**src/pkg/spsg_regs.vh**
```
// Constants for the power-down, strap latching and mirror-output sequencer.
// Behaviour
// - Low power_down_n puts the device in power-down; high releases it.
// - Control-port UART or I2C choice comes from straps sampled at power-up, then held.
// - Control-port pins are open-drain only; the board supplies pull-ups.
// - UART selection: first pin is receive input, second pin transmit output.
// - I2C selection: pins are SDA and SCL of a master/slave I2C port.
// - Detected line fault pulls line_fault_n low, otherwise it is released.
// - While power_down_n is low, line_fault_n reads high.
// - Shared pin is strap input at power-up and wake, then mirror output.
// - high_immunity_bit default latches from the strap pin at power-up and wake.
// - After power-up, high_immunity_bit may be rewritten to another value.
// - In operation remote_mirror_out follows the remote general input level.
// - remote_mirror_out is low after power-up and during power-down.
// - Each configuration strap decodes as low, open or high.
// - config_strap_0 is sampled again at every wake from power-down.
`ifndef SPSG_REGS_VH
`define SPSG_REGS_VH

// Three-level strap codes.
`define SPSG_STRAP_LOW 2'h0
`define SPSG_STRAP_OPEN 2'h1
`define SPSG_STRAP_HIGH 2'h2

// Control-port modes.
`define SPSG_MODE_UART 1'h0
`define SPSG_MODE_I2C 1'h1

// Strap position that selects the I2C port, and which strap it is read from.
`define SPSG_I2C_STRAP_CODE `SPSG_STRAP_HIGH
`define SPSG_I2C_STRAP_INDEX 1

// Reset values.
`define SPSG_RST_MODE `SPSG_MODE_UART
`define SPSG_RST_STRAP `SPSG_STRAP_LOW
`define SPSG_RST_IMMUNITY 1'h0

// Strap settling time before sampling, and its cycle count at 10 ns.
`define SPSG_CLK_PERIOD_NS 10
`define SPSG_STRAP_SETTLE_NS 100
`define SPSG_STRAP_SETTLE_CYC ((`SPSG_STRAP_SETTLE_NS + `SPSG_CLK_PERIOD_NS - 1) / `SPSG_CLK_PERIOD_NS)

`endif

```
**src/spsg_top.v**
```verilog
// Power-down sequencer with strap latching, control-port pin muxing and mirror output.
`timescale 1ns/100ps
`default_nettype none
`include "spsg_regs.vh"
module spsg_top
#(
    parameter NSTRAP = 2,
    parameter SETTLE_CYC = `SPSG_STRAP_SETTLE_CYC
)
(
    // Clock and reset
    input wire i_clock,
    input wire i_reset_n,

    // Power-down pin
    input wire i_power_down_n,
    output wire o_power_down,

    // Configuration straps, sensed under a weak pull-up and a weak pull-down
    input wire [NSTRAP-1:0] i_config_straps_pu,
    input wire [NSTRAP-1:0] i_config_straps_pd,
    output wire [1:0] o_config_strap_0,
    output wire [1:0] o_config_strap_1,
    output wire o_control_mode,

    // Control-port pin 0 (receive or SDA), open drain
    input wire i_ctrl_pin0,
    output wire o_ctrl_pin0,
    output wire o_ctrl_pin0_oe,

    // Control-port pin 1 (transmit or SCL), open drain
    input wire i_ctrl_pin1,
    output wire o_ctrl_pin1,
    output wire o_ctrl_pin1_oe,

    // Internal UART side
    input wire i_uart_tx,
    output wire o_uart_rx,

    // Internal I2C side
    input wire i_i2c_sda_pull_low,
    input wire i_i2c_scl_pull_low,
    output wire o_i2c_sda,
    output wire o_i2c_scl,

    // Line fault monitor and open-drain fault pin
    input wire i_line_monitor_in_0,
    input wire i_line_monitor_in_1,
    output wire o_line_fault_n,
    output wire o_line_fault_n_oe,

    // Shared strap / mirror pin
    input wire i_shared_pin,
    output wire o_shared_pin,
    output wire o_shared_pin_oe,

    // Remote general input level, as carried over the link
    input wire i_remote_general_in,
    output wire o_remote_mirror_out,

    // High-immunity bit and its register write
    input wire i_immunity_wr_en,
    input wire i_immunity_wr_data,
    output wire o_high_immunity_bit,
    output wire o_ready
);
    localparam ST_POWERUP = 2'h0;
    localparam ST_RUN = 2'h1;
    localparam ST_DOWN = 2'h2;
    localparam ST_WAKE = 2'h3;
    localparam CW = 8;
    localparam integer SETTLE_LAST_I = SETTLE_CYC - 1;
    localparam [CW-1:0] SETTLE_LAST = SETTLE_LAST_I[CW-1:0];

    // Synchronised pin levels.
    wire power_down_n_sync;
    wire [NSTRAP-1:0] strap_pu_sync;
    wire [NSTRAP-1:0] strap_pd_sync;
    wire pin0_sync;
    wire pin1_sync;
    wire fault_sync_0;
    wire fault_sync_1;
    wire shared_sync;

    // Sequencer state.
    reg [1:0] state;
    reg [1:0] next_state;
    reg [CW-1:0] settle_count;
    reg [CW-1:0] next_settle_count;
    reg settle_done;

    // Latched straps and derived bits.
    wire [1:0] strap_code [0:NSTRAP-1];
    reg [1:0] strap_0;
    reg [1:0] strap_1;
    reg mode;
    reg immunity;
    reg mirror;
    reg fault;
    reg powered_down;

    // The power-down sync resets to low so the block comes up powered down.
    spsg_sync #(.W(1), .RST_VAL(1'b0)) u_sync_power_down
    (
        .i_clock(i_clock),
        .i_reset_n(i_reset_n),
        .i_async(i_power_down_n),
        .o_sync(power_down_n_sync)
    );

    spsg_sync #(.W(2 * NSTRAP)) u_sync_straps
    (
        .i_clock(i_clock),
        .i_reset_n(i_reset_n),
        .i_async({i_config_straps_pu, i_config_straps_pd}),
        .o_sync({strap_pu_sync, strap_pd_sync})
    );

    // Idle control lines and the shared pin's pull-down default set the reset levels.
    spsg_sync #(.W(5), .RST_VAL(5'h18)) u_sync_pins
    (
        .i_clock(i_clock),
        .i_reset_n(i_reset_n),
        .i_async({i_ctrl_pin0, i_ctrl_pin1, i_line_monitor_in_0, i_line_monitor_in_1, i_shared_pin}),
        .o_sync({pin0_sync, pin1_sync, fault_sync_0, fault_sync_1, shared_sync})
    );

    genvar gi;
    generate
        for (gi = 0; gi < NSTRAP; gi = gi + 1)
        begin : g_strap
            spsg_strap3 u_strap3
            (
                .i_sense_pullup(strap_pu_sync[gi]),
                .i_sense_pulldown(strap_pd_sync[gi]),
                .o_code(strap_code[gi])
            );
        end
    endgenerate

    // Sequencer: power-up and wake both wait for the straps to settle before sampling.
    always @*
    begin
        next_state = state;
        next_settle_count = settle_count;
        settle_done = 1'b0;
        case (state)
            ST_POWERUP, ST_WAKE:
            begin
                if (!power_down_n_sync)
                begin
                    next_settle_count = {CW{1'b0}};
                    if (state == ST_WAKE)
                    begin
                        next_state = ST_DOWN;
                    end
                end
                else if (settle_count == SETTLE_LAST)
                begin
                    settle_done = 1'b1;
                    next_settle_count = {CW{1'b0}};
                    next_state = ST_RUN;
                end
                else
                begin
                    next_settle_count = settle_count + 1'b1;
                end
            end
            ST_RUN:
            begin
                if (!power_down_n_sync)
                begin
                    next_state = ST_DOWN;
                end
            end
            ST_DOWN:
            begin
                if (power_down_n_sync)
                begin
                    next_state = ST_WAKE;
                end
            end
            default:
            begin
                next_state = ST_POWERUP;
                next_settle_count = {CW{1'b0}};
            end
        endcase
    end

    always @(posedge i_clock or negedge i_reset_n)
    begin
        if (!i_reset_n)
        begin
            state <= ST_POWERUP;
            settle_count <= {CW{1'b0}};
        end
        else
        begin
            state <= next_state;
            settle_count <= next_settle_count;
        end
    end

    // Control-port mode is fixed at the first power-up and kept across power-down.
    always @(posedge i_clock or negedge i_reset_n)
    begin
        if (!i_reset_n)
        begin
            mode <= `SPSG_RST_MODE;
            strap_1 <= `SPSG_RST_STRAP;
        end
        else if (settle_done && state == ST_POWERUP)
        begin
            strap_1 <= strap_code[1];
            if (strap_code[`SPSG_I2C_STRAP_INDEX] == `SPSG_I2C_STRAP_CODE)
            begin
                mode <= `SPSG_MODE_I2C;
            end
            else
            begin
                mode <= `SPSG_MODE_UART;
            end
        end
    end

    // Strap 0 and the immunity default are taken again at every wake.
    always @(posedge i_clock or negedge i_reset_n)
    begin
        if (!i_reset_n)
        begin
            strap_0 <= `SPSG_RST_STRAP;
            immunity <= `SPSG_RST_IMMUNITY;
        end
        else if (state == ST_DOWN)
        begin
            strap_0 <= `SPSG_RST_STRAP;
            immunity <= `SPSG_RST_IMMUNITY;
        end
        else if (settle_done)
        begin
            strap_0 <= strap_code[0];
            immunity <= shared_sync;
        end
        else if (state == ST_RUN && i_immunity_wr_en)
        begin
            immunity <= i_immunity_wr_data;
        end
    end

    // Mirror and fault are registered so the pins never glitch on the state decode.
    always @(posedge i_clock or negedge i_reset_n)
    begin
        if (!i_reset_n)
        begin
            mirror <= 1'b0;
            fault <= 1'b0;
            powered_down <= 1'b1;
        end
        else
        begin
            powered_down <= (next_state == ST_DOWN) || (next_state == ST_POWERUP && !power_down_n_sync);
            if (state == ST_RUN && power_down_n_sync)
            begin
                mirror <= i_remote_general_in;
                fault <= fault_sync_0 | fault_sync_1;
            end
            else
            begin
                mirror <= 1'b0;
                fault <= 1'b0;
            end
        end
    end

    assign o_power_down = powered_down;
    assign o_ready = (state == ST_RUN);
    assign o_config_strap_0 = strap_0;
    assign o_config_strap_1 = strap_1;
    assign o_control_mode = mode;
    assign o_high_immunity_bit = immunity;

    // Open-drain pins only ever drive low; the enable decides whether they pull.
    assign o_ctrl_pin0 = 1'b0;
    assign o_ctrl_pin1 = 1'b0;
    assign o_ctrl_pin0_oe = (mode == `SPSG_MODE_I2C) && i_i2c_sda_pull_low;
    assign o_ctrl_pin1_oe = (mode == `SPSG_MODE_I2C) ? i_i2c_scl_pull_low : !i_uart_tx;
    assign o_uart_rx = (mode == `SPSG_MODE_UART) ? pin0_sync : 1'b1;
    assign o_i2c_sda = (mode == `SPSG_MODE_I2C) ? pin0_sync : 1'b1;
    assign o_i2c_scl = (mode == `SPSG_MODE_I2C) ? pin1_sync : 1'b1;

    assign o_line_fault_n = 1'b0;
    assign o_line_fault_n_oe = fault;

    // The shared pin is only an input while straps are sampled or the block is down.
    assign o_shared_pin = mirror;
    assign o_shared_pin_oe = (state == ST_RUN);
    assign o_remote_mirror_out = mirror;
endmodule
`default_nettype wire

```
**src/spsg_sync.v**
```verilog
// Two-flop synchroniser for a bus of independent pin levels.
`timescale 1ns/100ps
`default_nettype none
module spsg_sync
#(
    parameter W = 1,
    parameter [W-1:0] RST_VAL = {W{1'b0}}
)
(
    // Clock and reset
    input wire i_clock,
    input wire i_reset_n,
    // Levels
    input wire [W-1:0] i_async,
    output wire [W-1:0] o_sync
);
    reg [W-1:0] stage1;
    reg [W-1:0] stage2;

    always @(posedge i_clock or negedge i_reset_n)
    begin
        if (!i_reset_n)
        begin
            stage1 <= RST_VAL;
            stage2 <= RST_VAL;
        end
        else
        begin
            stage1 <= i_async;
            stage2 <= stage1;
        end
    end

    assign o_sync = stage2;
endmodule
`default_nettype wire

```
**src/spsg_strap3.v**
```verilog
// Decoder of one three-level strap from its pulled-up and pulled-down sense levels.
`timescale 1ns/100ps
`default_nettype none
`include "spsg_regs.vh"
module spsg_strap3
(
    // Sense levels, already synchronised
    input wire i_sense_pullup,
    input wire i_sense_pulldown,
    // Decoded code
    output reg [1:0] o_code
);
    // A driven pin reads the same under both weak test pulls; an open pin follows them.
    always @*
    begin
        case ({i_sense_pullup, i_sense_pulldown})
            2'h3: o_code = `SPSG_STRAP_HIGH;
            2'h0: o_code = `SPSG_STRAP_LOW;
            default: o_code = `SPSG_STRAP_OPEN;
        endcase
    end
endmodule
`default_nettype wire

```
**config.mk**
```make
export PLATFORM = sky130hd
export DESIGN_NAME = spsg_top
export DESIGN_NICKNAME = d
export VERILOG_FILES = /design/src/spsg_top.v /design/src/spsg_sync.v /design/src/spsg_strap3.v
export VERILOG_INCLUDE_DIRS = /design/src /design/src/pkg
export SDC_FILE = /design/constraint.sdc
export NUM_CORES = 1
export LEC_CHECK = 0
export BUFFER_PORTS_ARGS = -buffer_cell sky130_fd_sc_hd__buf_2
export CAP_MARGIN = 10
export CORE_MARGIN = 1
export CORE_UTILIZATION = 50
export CTS_CLUSTER_SIZE = 10
export DETAILED_ROUTE_END_ITERATION = 7
export GPL_ROUTABILITY_DRIVEN = 0
export MAX_ROUTING_LAYER = met4
export PLACE_DENSITY_LB_ADDON = 0.1
export SLEW_MARGIN = 40
export SYNTH_ARGS = -nofsm -noshare
export SYNTH_HDL_FRONTEND = slang
export SYNTH_HIERARCHICAL = 1
export SYNTH_SLANG_ARGS = --single-unit
```
**constraint.sdc**
```tcl
create_clock -name i_clock -period 3 [get_ports i_clock]
set_input_delay 0.3 -clock i_clock [delete_from_list [all_inputs] [get_ports i_clock]]
set_output_delay 0.3 -clock i_clock [all_outputs]
set_load 0.005 [all_outputs]
```
==> results of run 1 <==
## cells in the final DEF, fill, tap and decap left out, drive strengths merged, types with 2 or more instances in the layout
cell type	netlist	layout
o21ai	4	4
or2	2	2
mux2	3	3
xor2	2	2
clkinvlp	0	2
conb	1	3
nor2	11	11
nand3	2	2
nand2b	2	2
buf	5	34
ha	8	8
nor2b	3	3
nand2	14	14
nor3	2	2
inv	4	4
dfrtp	34	34
dfstp	5	5
clkbuf	1	5
xnor2	4	4
a21oi	4	4
## through the flow
step                      hold slack, ns  power (mW)    util  instances
after global placement            0.3375       1.063  0.5881        201
after CTS                        0.02949       1.345  0.6070        209
final                            0.04526       1.335  0.6111        210
after global routing            0.006974       1.442  0.6111        210
after floorplan                 0.004409      0.9759       -        129
after detailed placement          0.3387       1.085  0.5881        201
## layer usage
metal	vias to the layer above	global-route usage	wire length [um]
li1	496	-	-
met1	493	0.2250	1136
met2	30	0.2447	1196
met3	10	0.04615	116
met4	0	0.1122	67
met5	-	-	0
## cell type report
cell class                      instances  area, sq um
Clock inverter                          3        20.02
Multi-Input combinational cell         80        573.1
Fill cell                             263         1187
Clock buffer                            5        37.54
Tap cell                               44        55.05
Timing Repair Buffer                   35        182.7
Sequential cell                        39        982.2
Inverter                                4        15.01
## critical path: cells and delay by family (launching register included)
kind	cells	cell delay, ns
flops	1	0.46
fa+ha+maj	1	0.52
simple gates	2	0.56
buf+inv	1	0.12
mux	1	0.31
## cell families after synthesis
group	after synthesis	synth area share
buffers and inverters	10	0.03510
adders and majority gates	8	0.06240
AOI/OAI and AO/OA	16	0.07333
and+or+nand+nor	44	0.1537
DFF	39	0.6123
muxes	3	0.02808
other	1	0.002338
xor gates and xnor gates	6	0.03276
## power groups by stage
stage,logic (mW),registers (mW),clock network [mW]
5_1_grt,0.491,0.657,0.294
2_1_floorplan,0.328,0.648,0
6_report,0.432,0.647,0.256
4_1_cts,0.431,0.647,0.267
3_5_place_dp,0.428,0.657,0
3_3_place_gp,0.411,0.652,0
## final timing paths
| check | from | end | slack [ns] | cells past startpoint |
|---|---|---|---|---|
| worst max-delay path | state[0] | o_config_strap_1[0] | 0.93 | 5 |
| worst min-delay path | i_ctrl_pin0 | u_sync_pins/stage1[4] | 0.05 | 1 |
| worst max register to register | state[0] | o_config_strap_1[0] | 0.93 | 5 |
| worst min register to register | u_sync_pins/stage1[3] | u_sync_pins/o_sync[3] | 0.35 | 0 |
| max in group asynchronous | i_reset_n | u_sync_pins/stage1[3] | 2.17 | 2 |
| min in group asynchronous | i_reset_n | state[0] | 0.47 | 2 |
## what timing repair did
item / CTS / global route
hold buffers: 0 / 1
gates resized for setup: 0 / 0
hold endpoints to repair: 0 / 34
buffers inserted: 0 / 0
## flip-flops by register name (all words and copies together), names as in the netlist, 2 cells and up
name / flops
settle_count: 8
u_sync_straps/stage1: 4
u_sync_pins/stage1: 5
u_sync_straps/o_sync: 4
state: 2
o_config_strap_0: 2
o_config_strap_1: 2
u_sync_pins/o_sync: 5
==> flow_metrics.tcl, run 1 <==
set metrics [dict create \
    status "completed" \
    drt_pre_antenna_iters 4 \
    antenna_cells 0 \
    fp.coreArea_sq_um 3053 \
    worstMarginPinSlew_ns 0.5198 \
    port_buffers 34 \
    die_h_um 58.64 \
    cap_violations 0 \
    detail-route-antenna-nets 0 \
    cts.sinks 39 \
    cp-start-kind "flip-flop" \
    htree_levels 2 \
    fin_crit_sh 0.6906 \
    grt_max_degree 40 \
    grt_usage 0.1747 \
    ios 38 \
    p_switching_mw 0.4646 \
    drcViolationCount 0 \
    placed_area_sq_um 1795 \
    post_drt_wl_per_cell_um 11.99 \
    synthCells 127 \
    endpoint_kind "flip-flop" \
    dp_slack_ns 0.9530 \
    die_area_sq_um 3439 \
    powerDensity_nw_per_um2 715.8 \
    synth_top_cells_by_area "dfrtp_1, dfstp_2, ha_1" \
    synth-edff-count 0 \
    yosysWarnings 6 \
    vdd_ir_drop_max_mv 0.3499 \
    synth.most_common_cell "dfrtp_1" \
    num_vias 1029 \
    power.leakage_nw 0.9145 \
    grt_overflow_total 0 \
    drt_iter0_drc 31 \
    fin_ws_ns 0.9283 \
    cp_data_required_time_ns 3.23 \
    clock-root-buffer "clkbuf_4" \
    skew_ns 0.008304 \
    intPower_mw 0.8707 \
    slew-limit-headroom 0.6535 \
    tns_ns 0 \
    die_x_um 58.64 \
    drive_gt1_frac 0.3554 \
    clk_pin_slew_worst_paths_ns 0.12 \
    maxSlewViolCount 0 \
    comb_power_share 0.324 \
    max_freq_ghz 0.4827 \
    power_frac_clock 0.192 \
    ys.flop_type "dfrtp_1" \
    synth.distinct_cells 37 \
    grt_antenna_before_repair 0 \
    synth-seq-cells 39 \
    clock_latency_ns 0.33 \
    crit_fanout 17 \
    ys_top_cells_by_count "dfrtp_1, nand2_1, nor2_1, ha_1" \
    initial_utilization 0.5254 \
    hold_viol 0 \
    switching_share 0.3479 \
    cp_slowest_stage_delay_ns 0.52 \
    hold_class "in -> reg" \
    p_seq_frac 0.484 \
    syn_avg_cell_area_sq_um 12.63 \
    rsz0062_at_grt "no" \
    grt_pass1_vias 953 \
    min_period_ns 2.072 \
    syn2layout_area_growth_pct 16.30 \
    synthArstFlopShare 1.000 \
    row_count 20 \
    syn_area_sq_um 1604 \
    dp_hpwl_um 1813 \
    worstSetupPathType "reg -> reg" \
    cts_tree "done" \
    cts_buffers 5 \
    design_area_sq_um 1866 \
    routed_wl_um 2517 \
    path_cells "inv_1, ha_1, nor4_4, nand2_2, mux2_4" \
    crit_arrival_ns 2.31 \
    vias_per_cell 4.900 \
    ys_seq_area_frac 0.6123 \
    setup_violations 0 \
    yosys.area.top_type_share 0.5304 \
    grt_pass1_wl_um 4236 \
    clk_path_buf_depth 2 \
    yosys.area.top_type "dfrtp_1" \
    cp_slowest_cell "ha_1" \
    final_nets 191 \
]
(Power assumes the default switching activity.)
==> run 2: changes to the inputs <==
--- a/config.mk
+++ b/config.mk
@@ -9,7 +9,7 @@
 export BUFFER_PORTS_ARGS = -buffer_cell sky130_fd_sc_hd__buf_2
 export CAP_MARGIN = 10
 export CORE_MARGIN = 1
-export CORE_UTILIZATION = 50
+export CORE_UTILIZATION = 47
 export CTS_CLUSTER_SIZE = 10
 export DETAILED_ROUTE_END_ITERATION = 7
 export GPL_ROUTABILITY_DRIVEN = 0
==> constraint.sdc (replaced) <==
create_clock -name i_clock -period 1.9 [get_ports i_clock]
set_input_delay 0.19 -clock i_clock [delete_from_list [all_inputs] [get_ports i_clock]]
set_output_delay 0.19 -clock i_clock [all_outputs]
set_load 0.005 [all_outputs]
==> run 2 against run 1 <==
Net effect: sequential power increased by 54%; routed wire length increased by 15%; largest power group unchanged; hold slack improved by 0.064 ns; setup slack got worse by 0.89 ns; core utilization increased by 4.1 points; combinational power increased by 100%; sequential cell count unchanged.
==> flow_metrics.tcl, run 2 (synthesized netlist as in run 1, its figures left out) <==
set metrics [dict create \
    tns_ns 0 \
    clk_pin_slew_worst_paths_ns 0.11 \
    grt_overflow_total 0 \
    max_freq_ghz 0.5367 \
    drt_iter0_drc 49 \
    grt_antenna_before_repair 0 \
    die_area_sq_um 3651 \
    hold_depth 2 \
    cp-start-kind "flip-flop" \
    hold_class "in -> reg" \
    fp.coreArea_sq_um 3153 \
    power.leakage_nw 1.014 \
    num_vias 1116 \
    clk_path_buf_depth 2 \
    drcViolationCount 0 \
    status "completed" \
    rr_worst_depth 5 \
    vias_per_cell 4.831 \
    endpoint_kind "flip-flop" \
    final_common_cell "dfrtp_1" \
    die_h_um 60.42 \
    grt_usage 0.1796 \
    placed_area_sq_um 1863 \
    syn2layout_area_growth_pct 28.16 \
    final_nets 212 \
    die_x_um 60.42 \
    grt_pass1_wl_um 4388 \
    detail-route-antenna-nets 0 \
    layout_common_cells "dfrtp_1, buf_2, nand2_1" \
    design_area_sq_um 2056 \
    hold_viol 0 \
    r2r-end "o_high_immunity_bit" \
    largest_reg_flops 8 \
    final_cell_count_no_fill 231 \
    cap_violations 0 \
    setup_violations 0 \
    cts.sinks 39 \
    initial_utilization 0.5087 \
    grt_pass1_vias 1035 \
    dp_hpwl_um 1966 \
    clock_latency_ns 0.34 \
    placed_cells 210 \
    dp_slack_ns -0.01509 \
    clock-root-buffer "clkbuf_4" \
    crit_arrival_ns 2.11 \
    port_buffers 34 \
    powerDensity_nw_per_um2 1102 \
    fin_util 0.6520 \
    row_count 20 \
    largest-register "settle_count" \
    drt_pre_antenna_iters 4 \
    ios 38 \
    antenna_cells 0 \
    fin_crit_sh 0.9807 \
    reg2reg_from "settle_count[1]" \
    r2r_slack_ns 0.04 \
    post_drt_wl_per_cell_um 12.51 \
    grt_max_degree 40 \
    min_period_ns 1.863 \
    maxSlewViolCount 0 \
    cts_buffers 5 \
    hold_path_end "o_remote_mirror_out" \
    drive_gt1_frac 0.3743 \
    worstSetupPathType "reg -> reg" \
    rsz0062_at_grt "yes" \
    routed_wl_um 2889 \
    cts_tree "done" \
    htree_levels 2 \
    cp_data_required_time_ns 2.15 \
    crit_fanout 4 \
    skew_ns 0.01045 \
    vdd_ir_drop_max_mv 0.7224 \
    fin_ws_ns 0.03667 \
    hold_start "i_remote_general_in" \
]
run 2: changes by cell type in the layout (fill, tap and decap cells not counted), sizes merged:
cell         before  now
clkinvlp          2    0
clkbuf            5    7
buf              34   45
dlygate4sd3       1   11
run 2: repair_timing:
| action | CTS | global route |
|---|---|---|
| endpoints found under the hold margin | 44 | 0 |
| gates resized for setup | 1 | 2 |
| endpoints found under the setup margin | 5 | 8 |
| hold buffers | 11 | 0 |
| pin swaps | 3 | 0 |
| buffers inserted | 0 | 2 |
run 2: how the worst max path moves through the flow:
stage                     from                  end  slack [ns]  depth (start not counted)
2_1_floorplan  settle_count[1]  o_config_strap_1[0]       0.005                          6
3_3_place_gp   settle_count[1]  o_high_immunity_bit        0.03                          6
3_5_place_dp   settle_count[1]  o_high_immunity_bit       -0.02                          6
4_1_cts        settle_count[1]  o_high_immunity_bit        0.04                          5
5_1_grt        settle_count[1]  o_high_immunity_bit       -0.04                          5
6_report       settle_count[1]  o_high_immunity_bit        0.04                          5
run 2: cell type report:
type / instances / area, sq um
Timing Repair Buffer: 56 / 365.4
Clock inverter: 1 / 5.005
Clock buffer: 7 / 45.04
Tap cell: 44 / 55.05
Multi-Input combinational cell: 80 / 588.1
Inverter: 4 / 15.01
Fill cell: 253 / 1097
Sequential cell: 39 / 982.2
run 2: power breakdown:
part	switching, mW	internal, mW
clock	0.250	0.144
combinational	0.450	0.426
sequential	0.0533	0.943
total	0.753	1.51
run 2: metal layers:
layer | vias to the layer above | wire (um) | global-route usage
met5 | - | 0 | -
met4 | 0 | 106 | 0.1266
met3 | 12 | 126 | 0.05330
met2 | 27 | 1428 | 0.2826
met1 | 534 | 1227 | 0.1933
li1 | 543 | - | -
run 2: stage by stage:
stage / power (mW) / hold slack [ns]
5_1_grt: 2.422 / 0.1312
3_5_place_dp: 1.796 / 0.2982
4_1_cts: 2.210 / 0.09380
3_3_place_gp: 1.769 / 0.2944
6_report: 2.266 / 0.1092
2_1_floorplan: 1.541 / -0.1056
run 2: worst max-delay path, stage by stage, from the launching register on:
cell and delay [ns]:
dfrtp_1 0.40, inv_1 0.06, ha_1 0.13, or4b_4 0.50
or4_4 0.47, a311oi_2 0.21
